===== src/cmgc_pkg.sv =====
// constants, field layouts and state carriers for the counter core
`default_nettype none
package cmgc_pkg;
   // register byte offsets on the apb bus
   localparam logic [7:0] OFF_CTRL = 8'h00;   // control word
   localparam logic [7:0] OFF_CFG = 8'h04;    // mode configuration
   localparam logic [7:0] OFF_LOAD = 8'h08;   // load value
   localparam logic [7:0] OFF_END = 8'h0C;    // end value
   localparam logic [7:0] OFF_CMP = 8'h10;    // compare value
   localparam logic [7:0] OFF_COUNT = 8'h14;  // live counter value
   localparam logic [7:0] OFF_LATCH = 8'h18;  // latched value
   localparam logic [7:0] OFF_STATUS = 8'h1C; // status flags
   // control word bit positions
   localparam int CTRL_OPEN_BIT = 0;    // soft_gate_open_bit
   localparam int CTRL_CLOSE_BIT = 1;   // soft_gate_close_bit
   localparam int CTRL_CLR_BIT = 2;     // compare sticky clear
   localparam int CTRL_OUT_EN_BIT = 3;  // output_control_enable_flag
   localparam int CTRL_W = 4;           // control word width
   // run modes, main directions, output behaviours
   localparam logic [1:0] RUN_ONCE = 2'h0;
   localparam logic [1:0] RUN_PERIODIC = 2'h1;
   localparam logic [1:0] DIR_NONE = 2'h0;
   localparam logic [1:0] DIR_FWD = 2'h1;
   localparam logic [1:0] DIR_BWD = 2'h2;
   localparam logic [1:0] OUT_NEVER = 2'h0;
   localparam logic [1:0] OUT_GE = 2'h1;
   localparam logic [1:0] OUT_LE = 2'h2;
   localparam logic [1:0] OUT_PULSE = 2'h3;
   // fixed full-range limits
   localparam logic [31:0] CNT_MAX = 32'h7FFFFFFF;
   localparam logic [31:0] CNT_MIN = 32'h80000000;
   localparam logic [31:0] ONE = 32'h00000001;
   localparam logic [7:0] HYST_OFF_MAX = 8'h01;  // 0 and 1 disable
   // pulse step timing
   localparam int PULSE_STEP_NS = 2048000;  // 2.048 ms per step
   localparam int CLK_PERIOD_NS = 40;       // 25 MHz pclk
   localparam int PULSE_STEP_CYC = PULSE_STEP_NS / CLK_PERIOD_NS;
   // configuration word layout, low 24 bits of the cfg register
   typedef struct packed {
      logic [7:0] pulse_steps;  // pulse duration in steps
      logic [7:0] hyst;         // hysteresis width
      logic [1:0] out_mode;     // output_behaviour_param
      logic abort;              // 1 abort, 0 interrupt on reopen
      logic hw_en;              // hardware gate considered
      logic [1:0] dir;          // main counting direction
      logic [1:0] run_mode;     // single-run or periodic
   } cmgc_cfg_t;
   localparam cmgc_cfg_t CFG_RESET = 24'h000000;
   localparam int CFG_W = 24;
   // status register bit positions
   localparam int ST_IGATE = 0;
   localparam int ST_SWGATE = 1;
   localparam int ST_HWGATE = 2;
   localparam int ST_OUT = 3;     // output_state_flag
   localparam int ST_STICKY = 4;  // compare_sticky_flag
   localparam int ST_AUTO = 5;    // auto stop pending
   localparam int ST_HYST = 6;    // hysteresis active
   // whole state of the counter core
   typedef struct packed {
      logic [2:0] up_s;     // up pulse synchroniser and history
      logic [2:0] dn_s;     // down pulse synchroniser and history
      logic [2:0] gate_s;   // gate pin synchroniser and history
      logic [2:0] latch_s;  // latch pin synchroniser and history
      cmgc_cfg_t cfg;
      logic [CTRL_W-1:0] ctrl;
      logic [31:0] load;
      logic [31:0] endv;
      logic [31:0] cmp;
      logic [31:0] cnt;
      logic [31:0] latch;
      logic software_count_gate;      // software_count_gate
      logic auto_stop;    // gate closed by single-run limit
      logic hw_seen;      // hw rising seen during auto stop
      logic igate_q;      // internal gate last cycle
      logic moved;        // count stepped last cycle
      logic last_up;      // direction of that step
      logic prev_cond;    // level condition last cycle
      logic hyst_on;
      logic hyst_dir;     // stored direction, 1 upward
      logic [7:0] hyst_w; // width in force
      logic pulse_on;
      logic [7:0] ticks;  // elapsed pulse steps
      logic [31:0] div;   // step divider
      logic out_flag;     // output_state_flag
      logic sticky;       // compare_sticky_flag
      logic limit_evt;    // interrupt request pulse
      logic dout;
      logic [31:0] prdata;
      logic pready;
      logic pslverr;
   } cmgc_state_t;
endpackage : cmgc_pkg
`default_nettype wire


===== src/cmgc_core.sv =====
// signed 32-bit counter with gates, latch, compare output and apb slave
//
// The register addresses and the APB interface to the registers were decided locally.
`timescale 1ns/100ps
`default_nettype none
module cmgc_core #(
   parameter int PULSE_STEP_CYC = cmgc_pkg::PULSE_STEP_CYC  // pclk per step
) (
   input wire logic pclk,            // bus and core clock
   input wire logic presetn,         // async reset, low active
   input wire logic psel,            // apb select
   input wire logic penable,         // apb access phase
   input wire logic pwrite,          // apb direction
   input wire logic [7:0] paddr,     // apb byte address
   input wire logic [31:0] pwdata,   // apb write data
   output logic [31:0] prdata,       // apb read data
   output logic pready,              // apb ready
   output logic pslverr,             // apb error on unmapped
   input wire logic enc_up_pin,      // encoder up count pulse
   input wire logic enc_dn_pin,      // encoder down count pulse
   input wire logic gate_pin,        // hardware gate input
   input wire logic latch_pin,       // latch input
   output logic dout,                // digital compare output
   output logic limit_event          // end or limit interrupt pulse
);
   cmgc_pkg::cmgc_state_t r;     // registered state
   cmgc_pkg::cmgc_state_t n;     // next state
   logic up_e;                   // qualified up edge
   logic dn_e;                   // qualified down edge
   logic hw_lvl;                 // synchronised gate level
   logic hw_rise;                // gate rising edge
   logic latch_rise;             // latch rising edge
   logic commit;                 // apb transfer completing
   logic wr;                     // completing write
   logic open_e;                 // software gate open edge
   logic close_e;                // software gate close edge
   logic clr_e;                  // sticky clear request
   logic igate;                  // internal gate
   logic step;                   // one count step this cycle
   logic hit;                    // limit or end reached on step
   logic reload_reopen;          // abort reload on gate reopen
   logic release_auto;           // auto stop released
   logic cond;                   // level compare condition
   logic reach;                  // compare condition reached
   logic trigger;                // compare event outside hysteresis
   logic contrary;               // contrary exit of band
   logic signed [32:0] diff;     // count minus compare
   logic signed [32:0] wband;    // band half width
   logic in_band;                // inside hysteresis band
   logic tick;                   // pulse step elapsed

   // known register offsets
   function automatic logic addr_hit(input logic [7:0] a);
      addr_hit = (a == cmgc_pkg::OFF_CTRL) || (a == cmgc_pkg::OFF_CFG) ||
                 (a == cmgc_pkg::OFF_LOAD) || (a == cmgc_pkg::OFF_END) ||
                 (a == cmgc_pkg::OFF_CMP) || (a == cmgc_pkg::OFF_COUNT) ||
                 (a == cmgc_pkg::OFF_LATCH) || (a == cmgc_pkg::OFF_STATUS);
   endfunction

   // read multiplexer, unmapped reads zero
   function automatic logic [31:0] rd_word(input logic [7:0] a,
                                           input cmgc_pkg::cmgc_state_t s);
      logic [31:0] st;
      st = 32'h00000000;
      st[cmgc_pkg::ST_IGATE] = s.software_count_gate & ~s.auto_stop &
                               (~s.cfg.hw_en | s.gate_s[1]);
      st[cmgc_pkg::ST_SWGATE] = s.software_count_gate;
      st[cmgc_pkg::ST_HWGATE] = s.gate_s[1];
      st[cmgc_pkg::ST_OUT] = s.out_flag;
      st[cmgc_pkg::ST_STICKY] = s.sticky;
      st[cmgc_pkg::ST_AUTO] = s.auto_stop;
      st[cmgc_pkg::ST_HYST] = s.hyst_on;
      case (a)
         cmgc_pkg::OFF_CTRL: rd_word = {28'h0000000, s.ctrl};
         cmgc_pkg::OFF_CFG: rd_word = {8'h00, s.cfg};
         cmgc_pkg::OFF_LOAD: rd_word = s.load;
         cmgc_pkg::OFF_END: rd_word = s.endv;
         cmgc_pkg::OFF_CMP: rd_word = s.cmp;
         cmgc_pkg::OFF_COUNT: rd_word = s.cnt;
         cmgc_pkg::OFF_LATCH: rd_word = s.latch;
         cmgc_pkg::OFF_STATUS: rd_word = st;
         default: rd_word = 32'h00000000;
      endcase
   endfunction

   // next-state logic of the whole core
   always_comb begin
      n = r;
      // pin synchronisers, stage two and three feed the edge detect
      n.up_s = {r.up_s[1:0], enc_up_pin};
      n.dn_s = {r.dn_s[1:0], enc_dn_pin};
      n.gate_s = {r.gate_s[1:0], gate_pin};
      n.latch_s = {r.latch_s[1:0], latch_pin};
      hw_lvl = r.gate_s[1];
      hw_rise = r.gate_s[1] & ~r.gate_s[2];
      latch_rise = r.latch_s[1] & ~r.latch_s[2];

      // apb: one wait state, effect at the edge with pready high
      commit = psel & penable & r.pready;
      wr = commit & pwrite & addr_hit(paddr);
      n.pready = psel & penable & ~r.pready;
      n.pslverr = n.pready & ~addr_hit(paddr);
      n.prdata = (n.pready & ~pwrite) ? rd_word(paddr, r) : 32'h00000000;

      // control word edges
      open_e = 1'b0;
      close_e = 1'b0;
      clr_e = 1'b0;
      if (wr && paddr == cmgc_pkg::OFF_CTRL) begin
         open_e = pwdata[cmgc_pkg::CTRL_OPEN_BIT] &
                  ~r.ctrl[cmgc_pkg::CTRL_OPEN_BIT];
         close_e = pwdata[cmgc_pkg::CTRL_CLOSE_BIT] &
                   ~r.ctrl[cmgc_pkg::CTRL_CLOSE_BIT];
         clr_e = pwdata[cmgc_pkg::CTRL_CLR_BIT];
         n.ctrl = pwdata[cmgc_pkg::CTRL_W-1:0];
      end
      if (wr && paddr == cmgc_pkg::OFF_CFG) begin
         n.cfg = cmgc_pkg::cmgc_cfg_t'(pwdata[cmgc_pkg::CFG_W-1:0]);
      end
      if (wr && paddr == cmgc_pkg::OFF_LOAD) begin
         n.load = pwdata;
      end
      if (wr && paddr == cmgc_pkg::OFF_END) begin
         n.endv = pwdata;
      end
      if (wr && paddr == cmgc_pkg::OFF_CMP) begin
         n.cmp = pwdata;
      end

      // software gate, close wins in a write carrying both edges
      if (open_e) begin
         n.software_count_gate = 1'b1;
      end
      if (close_e) begin
         n.software_count_gate = 1'b0;
      end

      // internal gate is software and masked hardware gate, held closed by auto stop
      igate = r.software_count_gate & (~r.cfg.hw_en | hw_lvl) & ~r.auto_stop;
      n.igate_q = igate;

      // abort reload: sw edge without hw, hw edge with hw
      reload_reopen = r.cfg.abort &
                      ((~r.cfg.hw_en & open_e & ~r.software_count_gate) |
                       (r.cfg.hw_en & hw_rise & r.software_count_gate));

      // leaving auto stop needs a fresh gate edge
      if (r.auto_stop && hw_rise) begin
         n.hw_seen = 1'b1;
      end
      release_auto = r.auto_stop &
                     (r.cfg.hw_en ? ((hw_rise & r.software_count_gate) |
                                     (open_e & hw_lvl & r.hw_seen))
                                  : open_e);
      if (release_auto) begin
         n.auto_stop = 1'b0;
         n.hw_seen = 1'b0;
      end

      // one signed step per qualified pulse
      up_e = r.up_s[1] & ~r.up_s[2];
      dn_e = r.dn_s[1] & ~r.dn_s[2];
      step = igate & (up_e ^ dn_e);
      hit = 1'b0;
      case (r.cfg.dir)
         cmgc_pkg::DIR_NONE: begin
            hit = up_e ? (r.cnt == cmgc_pkg::CNT_MAX)
                       : (r.cnt == cmgc_pkg::CNT_MIN);
         end
         cmgc_pkg::DIR_FWD: begin
            // end minus one then reload on an up pulse
            hit = up_e & (r.cnt == r.endv - cmgc_pkg::ONE);
         end
         cmgc_pkg::DIR_BWD: begin
            // end plus one then reload on a down pulse
            hit = dn_e & (r.cnt == r.endv + cmgc_pkg::ONE);
         end
         default: hit = 1'b0;
      endcase
      n.moved = step;
      n.last_up = up_e;
      n.limit_evt = step & hit;
      if (reload_reopen ||
          (release_auto && r.cfg.abort)) begin
         // aborting restart begins at the load value
         n.cnt = r.load;
      end else if (step) begin
         if (hit && (r.cfg.dir != cmgc_pkg::DIR_NONE ||
                     r.cfg.run_mode == cmgc_pkg::RUN_PERIODIC)) begin
            n.cnt = r.load;
         end else begin
            // natural wrap gives the opposite limit
            n.cnt = up_e ? r.cnt + cmgc_pkg::ONE : r.cnt - cmgc_pkg::ONE;
         end
         if (hit && r.cfg.run_mode == cmgc_pkg::RUN_ONCE) begin
            n.auto_stop = 1'b1;
            n.hw_seen = 1'b0;
         end
      end

      // stop-to-run clears the latch, an edge copies the count
      if (igate && !r.igate_q) begin
         n.latch = 32'h00000000;
      end
      if (latch_rise && igate) begin
         n.latch = r.cnt;
      end

      case (r.cfg.out_mode)
         cmgc_pkg::OUT_GE: cond = $signed(r.cnt) >= $signed(r.cmp);
         cmgc_pkg::OUT_LE: cond = $signed(r.cnt) <= $signed(r.cmp);
         cmgc_pkg::OUT_PULSE: cond = (r.cnt == r.cmp);
         default: cond = 1'b0;
      endcase
      n.prev_cond = cond;
      // pulse arrival filtered by main direction
      if (r.cfg.out_mode == cmgc_pkg::OUT_PULSE) begin
         reach = r.moved & cond &
                 ((r.cfg.dir == cmgc_pkg::DIR_NONE) ||
                  (r.cfg.dir == cmgc_pkg::DIR_FWD && r.last_up) ||
                  (r.cfg.dir == cmgc_pkg::DIR_BWD && !r.last_up));
      end else begin
         reach = cond & ~r.prev_cond;
      end

      // band around the compare value, 33-bit to avoid overflow
      diff = $signed({r.cnt[31], r.cnt}) - $signed({r.cmp[31], r.cmp});
      wband = $signed({25'h0, r.hyst_w});
      in_band = (diff <= wband) && (diff >= -wband);
      trigger = reach & ~r.hyst_on;
      contrary = 1'b0;
      if (trigger && r.cfg.hyst > cmgc_pkg::HYST_OFF_MAX) begin
         // width and direction taken at the event
         n.hyst_on = 1'b1;
         n.hyst_dir = r.last_up;
         n.hyst_w = r.cfg.hyst;
      end
      if (r.hyst_on && !in_band) begin
         // only an exit against the stored direction pulses
         n.hyst_on = 1'b0;
         contrary = (diff > 0) != r.hyst_dir;
      end

      // output state per behaviour
      tick = 1'b0;
      case (r.cfg.out_mode)
         cmgc_pkg::OUT_GE, cmgc_pkg::OUT_LE: begin
            // follow the level, frozen inside an active band
            n.pulse_on = 1'b0;
            if (!r.hyst_on) begin
               n.out_flag = cond;
            end
         end
         cmgc_pkg::OUT_PULSE: begin
            if (r.pulse_on) begin
               // no retrigger while the pulse runs
               if (r.cfg.pulse_steps == 8'h00) begin
                  // zero duration ends with the condition
                  n.pulse_on = cond;
               end else begin
                  tick = (r.div == 32'(PULSE_STEP_CYC - 1));
                  n.div = tick ? 32'h00000000 : r.div + cmgc_pkg::ONE;
                  if (tick) begin
                     n.ticks = r.ticks + 8'h01;
                     if (r.ticks + 8'h01 >= r.cfg.pulse_steps) begin
                        n.pulse_on = 1'b0;
                     end
                  end
               end
            end else if (trigger || contrary) begin
               // timing starts with the output assertion
               n.pulse_on = 1'b1;
               n.ticks = 8'h00;
               n.div = 32'h00000000;
            end
            n.out_flag = n.pulse_on;
         end
         default: begin
            n.pulse_on = 1'b0;
            n.out_flag = 1'b0;
         end
      endcase

      // sticky flag, a new set beats the clear
      if (clr_e) begin
         n.sticky = 1'b0;
      end
      if (n.out_flag && !r.out_flag) begin
         n.sticky = 1'b1;
      end
      // pin driven only with the output enable bit
      n.dout = n.out_flag & n.ctrl[cmgc_pkg::CTRL_OUT_EN_BIT];
   end

   // state register
   always_ff @(posedge pclk or negedge presetn) begin
      if (!presetn) begin
         r <= '0;
         r.cfg <= cmgc_pkg::CFG_RESET;
      end else begin
         r <= n;
      end
   end

   // outputs straight from state flops
   assign prdata = r.prdata;
   assign pready = r.pready;
   assign pslverr = r.pslverr;
   assign dout = r.dout;
   assign limit_event = r.limit_evt;
endmodule : cmgc_core
`default_nettype wire


===== config.mk =====
export PLATFORM = sky130hd
export DESIGN_NAME = cmgc_core
export DESIGN_NICKNAME = d
export VERILOG_FILES = /design/src/cmgc_pkg.sv /design/src/cmgc_core.sv
export SDC_FILE = /design/constraint.sdc
export NUM_CORES = 1
export LEC_CHECK = 0
export BUFFER_PORTS_ARGS = -buffer_cell sky130_fd_sc_hd__buf_2
export CORE_AREA = 10 10 214 216
export CTS_CLUSTER_SIZE = 20
export DETAILED_ROUTE_END_ITERATION = 10
export DIE_AREA = 0 0 224 226
export PLACE_DENSITY = 0.72
export SETUP_SLACK_MARGIN = 0.15
export SLEW_MARGIN = 20
export SYNTH_ARGS = -nofsm -noshare
export SYNTH_HDL_FRONTEND = slang
export SYNTH_SLANG_ARGS = --single-unit

===== constraint.sdc =====
create_clock -name pclk -period 10.6 [get_ports pclk]
set_clock_uncertainty 0.05 [all_clocks]
set_input_delay 1.06 -clock pclk [delete_from_list [all_inputs] [get_ports pclk]]
set_output_delay 1.06 -clock pclk [all_outputs]
set_load 0.005 [all_outputs]

Word-level counts from Yosys, hierarchy flattened
Index checks and enable logic that the tools add are counted.
{ "word_totals": {"reg_bits": 296, "latch_bits": 0, "ram_bits": 0, "mem_bits_ro": 0, "output_inout_bits": 36, "mem_count": 0} }
{ "classes": {"add_sub_neg": 8, "n_mul": 0, "n_div": 0, "order_cmp": 7, "eq_ne": 22, "shifts": 0, "muxes": 39, "bitwise_logic": 53, "n_reduce_logical": 47} }
{ "op_table": {"columns": ["op", "count"], "rows": [
  ["$mux W32", 8],
  ["$pmux W32 S8", 1],
  ["$add A32 B1 Y32 const B", 3],
  ["$eq A32 B32 Y1", 3],
  ["$mux W41", 2],
  ["$sub A32 B1 Y32 const B", 2],
  ["$mux W40", 1],
  ["$and A1 B1 Y1", 35],
  ["$ge A33 B33 Y1", 1],
  ["$gt A33 B1 Y1 const B", 1],
  ["$le A33 B9 Y1", 1],
  ["$neg A8 Y33", 1],
  ["$sub A32 B32 Y33", 1],
  ["$eq A32 B16 Y1 const B", 1],
  ["$eq A32 B31 Y1 const B", 1],
  ["$eq A32 B32 Y1 const B", 1],
  ["$eq A8 B5 Y1 const B", 4],
  ["$ge A32 B32 Y1", 1],
  ["$le A32 B32 Y1", 1],
  ["$logic_and A1 B1 Y1", 17],
  ["$mux W1", 17],
  ["$eq A8 B4 Y1 const B", 2],
  ["$logic_not A8 Y1", 2],
  ["$not A1 Y1", 14],
  ["24 further kinds", 55]
]} }

Longest topological paths before layout
Gate-level depths: netlist of the first run.
{ "depth": {"depth_word": 20, "depth_mapped": 26, "mapped_depth_nobuf": 24} }

Worst setup path before layout of the first run
OpenSTA, ideal clock, no wires.
{ "synth_path": {"path_kind": "reg2reg", "from": "register r[129] in the netlist's numbering", "to": "register r[61] in the netlist's numbering", "setup_ns": 0.118, "t_arrival_ns": 4.952, "slack_ns": 5.480, "stages_incl_launch_ff": 22, "path_buffers": 1, "period_less_slack_ns": 5.120, "path_cell_list": "dfrtp_1 > ha_1 > nor2b_1 > o31a_1 > o311a_1 > or4_4 > and2_1 > a2111o_1 > and2_1 > ha_1 > a21oi_1 > nor2_1 > a2111oi_0 > o211ai_1 > o22ai_1 > a211oi_1 > and4_1 > o2bb2ai_1 > o31ai_4 > buf_4 > nand3_1 > a21o_1"} }
{ "synth_between": {"elab_chain_len": 9} }
{ "synth_lines": {"columns": ["item", "line_no", "rtl"], "rows": [
  ["start, declared", "cmgc_core.sv:26", "cmgc_pkg::cmgc_state_t r;"],
  ["start signal, assigned", "cmgc_core.sv:301", "r <= n;"],
  ["$sub A32 B32 Y33 (tied with other cells)", "cmgc_core.sv:227", "diff = $signed({r.cnt[31], r.cnt}) - $signed({r.cmp[31], r.cmp});"],
  ["$le A33 B9 Y1 (tied with other cells)", "cmgc_core.sv:229", "in_band = (diff <= wband) && (diff >= -wband);"],
  ["$logic_and A1 B1 Y1 / $and A1 B1 Y1 (equally long branches)", "cmgc_core.sv:229, cmgc_core.sv:218", null],
  ["$logic_not A1 Y1 / $and A1 B1 Y1 (equally long branches)", "cmgc_core.sv:238, cmgc_core.sv:218", null],
  ["$logic_and A1 B1 Y1 / $mux W1 (equally long branches)", "cmgc_core.sv:238, cmgc_core.sv:217", null],
  ["$mux W1 / $and A1 B1 Y1 (equally long branches)", "cmgc_core.sv:238, cmgc_core.sv:230", null],
  ["$logic_or A1 B1 Y1 (*)", "cmgc_core.sv:270", "end else if (trigger || contrary) begin"],
  ["$reduce_bool A2 Y1 (no source line) (*)", null, null],
  ["$reduce_and A3 Y1 (no source line) (*)", null, null]
]} }
Mark *: on every way between the ends. The rest lies on a longest branch, timed or not.
A chain may end at the register's enable or synchronous reset.

Worst setup path after layout of the first run
{ "layout_path": {"from": "register r[128] in the netlist's numbering", "to": "register r[69] in the netlist's numbering"} }
Same word-level chain as after synthesis.

==> results of run 1 <==
## cell usage in the layout (no fill, tap or decap), drive strengths merged, types with 17 or more instances in the layout
cell	n
dfrtp	296
nand2	153
a21oi	132
mux2	130
ha	121
nor2	118
buf	109
o21ai	104
inv	95
a22oi	76
xnor2	72
nand3	61
nor3	61
xor2	52
clkbuf	48
a22o	46
mux2i	41
nand4	38
a31oi	38
nor4	34
and3	32
a21o	28
and2	20
a211oi	18
o211ai	18
nand2b	17
or4	17
## layer usage
metal,vias up,GRT usage
li1,8174,-
met1,8896,0.331
met2,786,0.416
met3,157,0.0374
met4,0,0.105
met5,-,0
## report_power, final
group | internal (uW) | total [uW] | switching [uW]
Combinational | 90.3 | 236 | 146
Clock | 762 | 1270 | 512
Sequential | 1130 | 1140 | 4.83
Total | 1990 | 2650 | 663
## worst reg2reg max path: stages (launching register included)
cell       delay [ps]
dfrtp_1           540
inv_1             130
ha_1              170
inv_1              60
fa_1              430
a211oi_1          520
o211ai_1          350
nand4_1           200
o211ai_1          100
a221oi_1          500
xnor2_1           200
ha_1              340
nand2_1            80
nor2_1             50
a2111oi_0         380
o211ai_1          150
o22ai_1           180
a211oi_1           70
and4_1            200
o2bb2ai_1         170
o31ai_4           280
buf_4             310
nand2_2           260
a211o_1           370
## logic make-up (layout without fill, tap and decap cells)
family / after synthesis / in the layout
and+or+nand+nor: 628 / 628
AOI/OAI and AO/OA: 612 / 612
DFF: 296 / 296
buffers and inverters: 251 / 265
muxes: 171 / 171
xor gates and xnor gates: 124 / 124
adders and majority gates: 123 / 123
other: 0 / 2
## flip-flops by register name (all words and copies together), names as in the netlist
name         flops
dout             1
hw_lvl           1
limit_event      1
n                7
prdata          32
pready           1
pslverr          1
r              252
## through the flow
step | cell area, sq um | util | total power, uW
after floorplan | 20400 | - | 1300
after global placement | 21100 | 0.507 | 1390
after detailed placement | 21100 | 0.507 | 1390
after global routing | 22300 | 0.537 | 2740
after CTS | 22300 | 0.536 | 2670
final | 22300 | 0.537 | 2650
## how the worst max path moves through the flow
stage                 from     to  slack, ps
finish              r[128]  r[69]       4390
global route        r[128]  r[69]       4030
CTS                 r[128]  r[69]       4550
detailed placement  r[128]  r[69]       4590
global placement    r[128]  r[69]       4660
floorplan           r[129]  r[61]       5480
## area by class of cell
type	count	area [sq um]
Clock inverter	15	205
Multi-Input combinational cell	1658	12000
Tap cell	539	674
Antenna cell	2	5.00
Sequential cell	296	7410
Timing Repair Buffer	109	638
Inverter	93	349
Clock buffer	48	996
Fill cell	3713	19300
==> summary.txt, run 1 <==
Logic synthesis
  • Most frequent cells after synthesis: dfrtp_1, nand2_1, a21oi_1
  • Synthesis-stage register bit count: slightly below 300
  • Synthesized cell area: 20400 sq um
  • Mapped Cells: approximately 2.2k
  • Xor and xnor area share after synthesis: 0.0531
  • Area contributors post-synth: dfrtp_1, ha_1, mux2_2, a21oi_1, xnor2_1
  • Post-synth ARST share: 1.00
  • Seq/Total Area, Yosys: 0.362
  • Mux contribution to synthesized area: 0.0917
  • Complex-gate fraction of the synthesized area: 0.206
  • Post-synthesis simple-gate area fraction: 0.158
  • Cell taking the most area after synthesis: dfrtp_1
  • Synth warn: 0
  • Syn_nets: 2377
  • Synth cell types: a little over 80
  • Top cell type's share of synthesized area: 0.362
  • Most used DFF post-synth: dfrtp_1
  • Post-synthesis adder-cell area fraction: 0.0760
  • EDFF count, synth: 0
  • Syn avg cell area: around 9.3 sq um
  • Largest family of logic cells by synthesized area: compound AO/OA/AOI/OAI gates
  • Most frequent cell after synthesis: dfrtp_1

STA
  • Final hold violations: 0
  • Unrepaired setup endpoints after global routing: false
  • Setup ws final: around 4400 ps
  • Slew @ Worst Pin: 1100 ps
  • Min Tclk post-route: just over 6000 ps
  • F_max: between 0.15 and 0.2 GHz
  • Setup TNS: 0 ps
  • WHS: ~300 ps
  • Tcrit/Tclk final: 0.586
  • Final Max Slew Viols: 0
  • Final setup vio count: 0
  • Worst rel slew slack: 0.262

Worst setup path
  • Top delay family on crit path: compound AO/OA/AOI/OAI gates
  • CP most frequent cell: o211ai_1
  • Slowest cell on crit path: dfrtp_1
  • Req. time, crit path: about 11000 ps
  • Critical path depth: 23
  • R2r setup slk: 4390 ps
  • Slowest stage delay, CP: 540 ps
  • CP bufs+invs: 3
  • Critical-path maximum fanout: 22
  • CP Capture Type: flop
  • Reg2reg start: r[128]
  • CP cell instances: inv_1 > ha_1 > inv_1 > fa_1 > a211oi_1 > o211ai_1 > nand4_1 > o211ai_1 > a221oi_1 > xnor2_1 > ha_1 > nand2_1 > nor2_1 > a2111oi_0 > o211ai_1 > o22ai_1 > a211oi_1 > and4_1 > o2bb2ai_1 > o31ai_4 > buf_4 > nand2_2 > a211o_1
  • Crit path kind: reg -> reg
  • Arrival @ worst endpoint: 6590 ps
  • Startpoint types: flop
  • R2R cell count: 23
  • Reg2reg end: r[69]

Cells and area
  • Layout area overhead: 9.15%
  • Share of cells above drive strength 1: 0.151
  • Final nets: roughly 2.4k
  • Post-Layout Cell Count: approximately 2.8k

Route
  • Final WL: 65.2 mm
  • Drt initial violations: between 2k and 2.5k
  • ANT nets after route: 0
  • Remaining DRCs: 0
  • Via count: ~18k
  • Met3 Wirelength: 4.57 mm
  • Metal-1 WL: roughly 27 mm
  • Top sig layer: met4
  • DR WL met2: 30.6 mm
  • Initial DRT Pass Iterations: 9
  • Avg WL per Cell: between 20 and 25 microns
  • Via density: 6.53

Clock network
  • PostCTS Resize Cnt: 0
  • CTS Hold Bufs: 0
  • Total CTS buffers: 36
  • Clk sinks: around 300
  • Reg clk slew, reported paths: roughly 60 ps
  • CTS Root Cell: clkbuf_16
  • H-tree depth reported by CTS: 2
  • CTS tree: done
  • Post-CTS repair timing setup buffer count: 0
  • Worst skew pair latency: about 560 ps
  • Deepest clock path buffer count: 3

Pwr
  • Leakage: between 0.01 and 0.015 uW
  • Pwr/cell area: 119 nW/um^2
  • Max VDD drop: between 0.1 and 0.15 mV

Flow run
  • Max Cap Viol: 0

Global routing
  • Gr ovfl total: 0
  • Vias in the first global route: approximately 18k
  • Antenna violations before repair: 1
  • Global-route usage over all layers: 0.254
  • First-pass GRT wire length: around 100 mm
  • Largest net degree at the start of global routing: a little under 90

Placed design
  • Pre-CTS worst setup slack: ~4600 ps
  • Cell Count Post-Placement: 2694
  • GPL Wtd Cong: slightly below 1
  • IO buf count: 84
  • HPWL after detailed placement: about 47 mm

Floorplanning
  • Row cnt: 75
  • Initial Utilization: 0.492
  • Die Wd: 224 microns
  • Io pins: 85
  • Core ar.: 41600 sq um
  • Die Area: 50600 sq um
  • Die Ht: 226 microns

Worst hold path
  • Hold EP: n[286]
  • Hold depth: 0
  • Worst hold path type: reg -> reg
  • Hold path start: n[285]

Status
  • Status: complete, no violations
Power figures use the tool's default switching activity.
==> run 2: changes to the inputs <==
- PLACE_DENSITY: 0.72 -> 0.75
- clock period: 10.6 -> 5.5 ns (I/O delays scaled with it)
==> run 2 against run 1 <==
  * Hold slack got worse by 260 ps
  * Critical path depth shrank 2
  * Die area stayed put
  * First-iteration DRC count shrank 11%
  * Setup slack lost 4100 ps
  * Clock power increased by 110%
  * Total power is 100% higher
  * Combinational power grew 120%
  * Fmax grew 20%
  * Non-clock buffer count up 84
  * Final cell count increased by 3.0%
  * Wire length up 3.6%
==> summary.txt, run 2 (same netlist as run 1, synthesis figures left out) <==
Clock network
  • CTS tree: done
  • H-tree depth reported by CTS: 2 (unchanged)
  • Reg clk slew, reported paths: 60 ps (about the same)
  • CTS Root Cell: clkbuf_16
  • Worst skew pair latency: 570 ps (about the same)
  • Deepest clock path buffer count: 3 (unchanged)
  • Clk sinks: 296 (unchanged)
  • Total CTS buffers: 35 (-2.8%)

Global routing
  • Largest net degree at the start of global routing: 108 (+24%)
  • Global-route usage over all layers: 0.262 (+0.00757)
  • Vias in the first global route: 18.0k (+1.9%)
  • Antenna violations before repair: 4 (+3)
  • First-pass GRT wire length: 105 mm (+2.6%)
  • Gr ovfl total: 0 (unchanged)

Pwr
  • Max VDD drop: 0.284 mV (+110%)
  • Net switching fraction of the power: 0.245 (-0.00488)
  • Combinational power share: 0.095 (+0.006)
  • Leakage: 0.0111 uW (+4.9%)
  • Switch Pwr: 1310 uW (+98%)
  • Clock Power Share: 0.496 (+0.015)
  • Fraction of power consumed by sequential logic: 0.409 (-0.021)
  • Pwr/cell area: 231 nW/um^2 (+94%)
  • Internal power: 4040 uW (+100%)

Worst setup path
  • Slowest cell on crit path: or4_4
  • Critical-path maximum fanout: 6 (-73%)
  • Top delay family on crit path: compound AO/OA/AOI/OAI gates
  • Startpoint types: flop
  • CP bufs+invs: 1 (-2)
  • Crit path kind: reg -> reg
  • Slowest stage delay, CP: 460 ps (-80 ps)
  • CP most frequent cell: ha_1
  • R2r setup slk: 320 ps (-4070 ps)
  • Arrival @ worst endpoint: 5560 ps (-1030 ps)
  • CP cell instances: ha_1 > nor2b_1 > o31a_1 > o311a_1 > or4_4 > and2_4 > a2111o_1 > and2_1 > ha_1 > a21oi_2 > nor2_1 > a2111oi_2 > o211ai_1 > o22ai_2 > a211oi_2 > and4_1 > o2bb2ai_2 > o31ai_4 > buf_12 > nand3_2 > mux2_2
  • Reg2reg end: r[70]
  • Reg2reg start: r[129]
  • CP Capture Type: flop
  • R2R cell count: 21 (-8.7%)
  • Req. time, crit path: 5880 ps (-5100 ps)

Placed design
  • HPWL after detailed placement: 49.9 mm (+5.8%)
  • Post-DP Area: 21700 sq um (+3.0%)
  • IO buf count: 84 (unchanged)
  • GPL Wtd Cong: 0.993 (-0.23%)

Cells and area
  • Final nets: 2449 (+3.5%)
  • Most frequent cells in the layout: dfrtp_1, nand2_1, mux2_2, a21oi_1, ha_1
  • Largest register FFs: 252 (unchanged)
  • Share of cells above drive strength 1: 0.190 (+0.0388)
  • Layout area overhead: 13.6%
  • Design area: 23200 sq um (+4.1%)
  • Fillers: 3604 (-2.9%)
  • Most common cell after layout, fill and taps aside: dfrtp_1
  • Biggest register: r

STA
  • Setup TNS: 0 ps (unchanged)
  • Final hold violations: 0 (unchanged)
  • Final Max Slew Viols: 0 (unchanged)
  • Unrepaired setup endpoints after global routing: false
  • Tcrit/Tclk final: 0.942 (+0.356)
  • Min Tclk post-route: 5180 ps (-1030 ps)
  • F_max: 0.193 GHz (+20%)
  • Slew @ Worst Pin: 990 ps (-114 ps)
  • Worst rel slew slack: 0.340 (+0.0780)
  • Final setup vio count: 0 (unchanged)

Worst hold path
  • Hold depth: 1 (+1)
  • Worst hold path type: in -> reg
  • Hold path start: gate_pin
  • Hold EP: n[288]

Route
  • Top sig layer: met5
  • ANT nets after route: 0 (unchanged)
  • Met3 Wirelength: 5.00 mm (+9.6%)
  • Remaining DRCs: 0 (unchanged)
  • Via density: 6.46 (-0.99%)
  • Via count: 18.4k (+1.9%)
  • Avg WL per Cell: 23.8 microns (+0.61%)
  • Metal-1 WL: 27.9 mm (+1.4%)
  • Drt initial violations: 1924 (-11%)
  • Initial DRT Pass Iterations: 6 (-3)
  • Final WL: 67.6 mm (+3.6%)
  • DR WL met2: 32.2 mm (+5.1%)

Status
  • Status: complete, no violations

Floorplanning
  • Initial Utilization: 0.492 (unchanged)
  • Io pins: 85 (unchanged)
  • Die Wd: 224 microns (unchanged)
  • Die Ht: 226 microns (unchanged)
  • Die Area: 50600 sq um (unchanged)
  • Row cnt: 75 (unchanged)
  • Core ar.: 41600 sq um (unchanged)

Flow run
  • Max Cap Viol: 0 (unchanged)
[run 2: layout make-up]
type | instances | area (sq um) | area share
antenna | 1 | 2.50 | 0.000108
clock buffer | 44 | 980 | 0.0422
clock inverter | 18 | 339 | 0.0146
inverter | 93 | 349 | 0.0150
multi-input combinational | 1658 | 12100 | 0.523
sequential | 296 | 7410 | 0.319
tap | 539 | 674 | 0.0290
timing repair buffer | 193 | 1320 | 0.0569
[run 2: worst max path at each step]
stage | startpoint | endpoint | slack (ps) | cells past startpoint
final | r[129] | r[70] | 320 | 21
after global routing | r[128] | r[36] | 110 | 25
after CTS | r[161] | r[66] | 140 | 23
after detailed placement | r[161] | r[66] | -80 | 23
after global placement | r[128] | r[53] | -30 | 24
after floorplan | r[129] | r[61] | 380 | 21
[run 2: worst register-to-register path: cells and delay by family (launching register included)]
family | cells | cell delay [ps]
mux | 1 | 340
fa+ha+maj | 2 | 650
buf+inv | 1 | 170
flops | 1 | 380
compound gates | 10 | 2100
simple gates | 7 | 1360
[run 2: what timing repair did]
action | CTS | global route
buffers inserted | 2 | 3
hold endpoints to repair | 32 | 0
endpoints found under the setup margin | 43 | 44
gates resized for setup | 3 | 25
hold buffers | 1 | 0
pin swaps | 2 | 10
[run 2: power groups by stage]
stage                     Combinational (uW)  Clock (uW)  Sequential, uW
after global routing                     558        2780            2190
after CTS                                480        2690            2190
after floorplan                          284           0            2230
after global placement                   464           0            2230
final                                    508        2650            2190
after detailed placement                 473           0            2230
[run 2: per-stage QoR]
stage / utilization / power (uW) / worst slack (ps) / cells / hold WS [ps]
floorplan: - / 2510 / 380 / 2205 / 204
global route: 0.558 / 5530 / 112 / 2841 / 34.8
detailed placement: 0.522 / 2700 / -84.6 / 2773 / 286
finish: 0.558 / 5350 / 321 / 2842 / 36.5
global placement: 0.521 / 2690 / -34.4 / 2772 / 283
CTS: 0.555 / 5360 / 136 / 2838 / 22.0
[run 2: routing by layer]
layer,vias to the layer above,track usage
met2,808,0.437
met1,9070,0.334
li1,8328,-
met5,-,0
met3,156,0.0409
met4,2,0.104
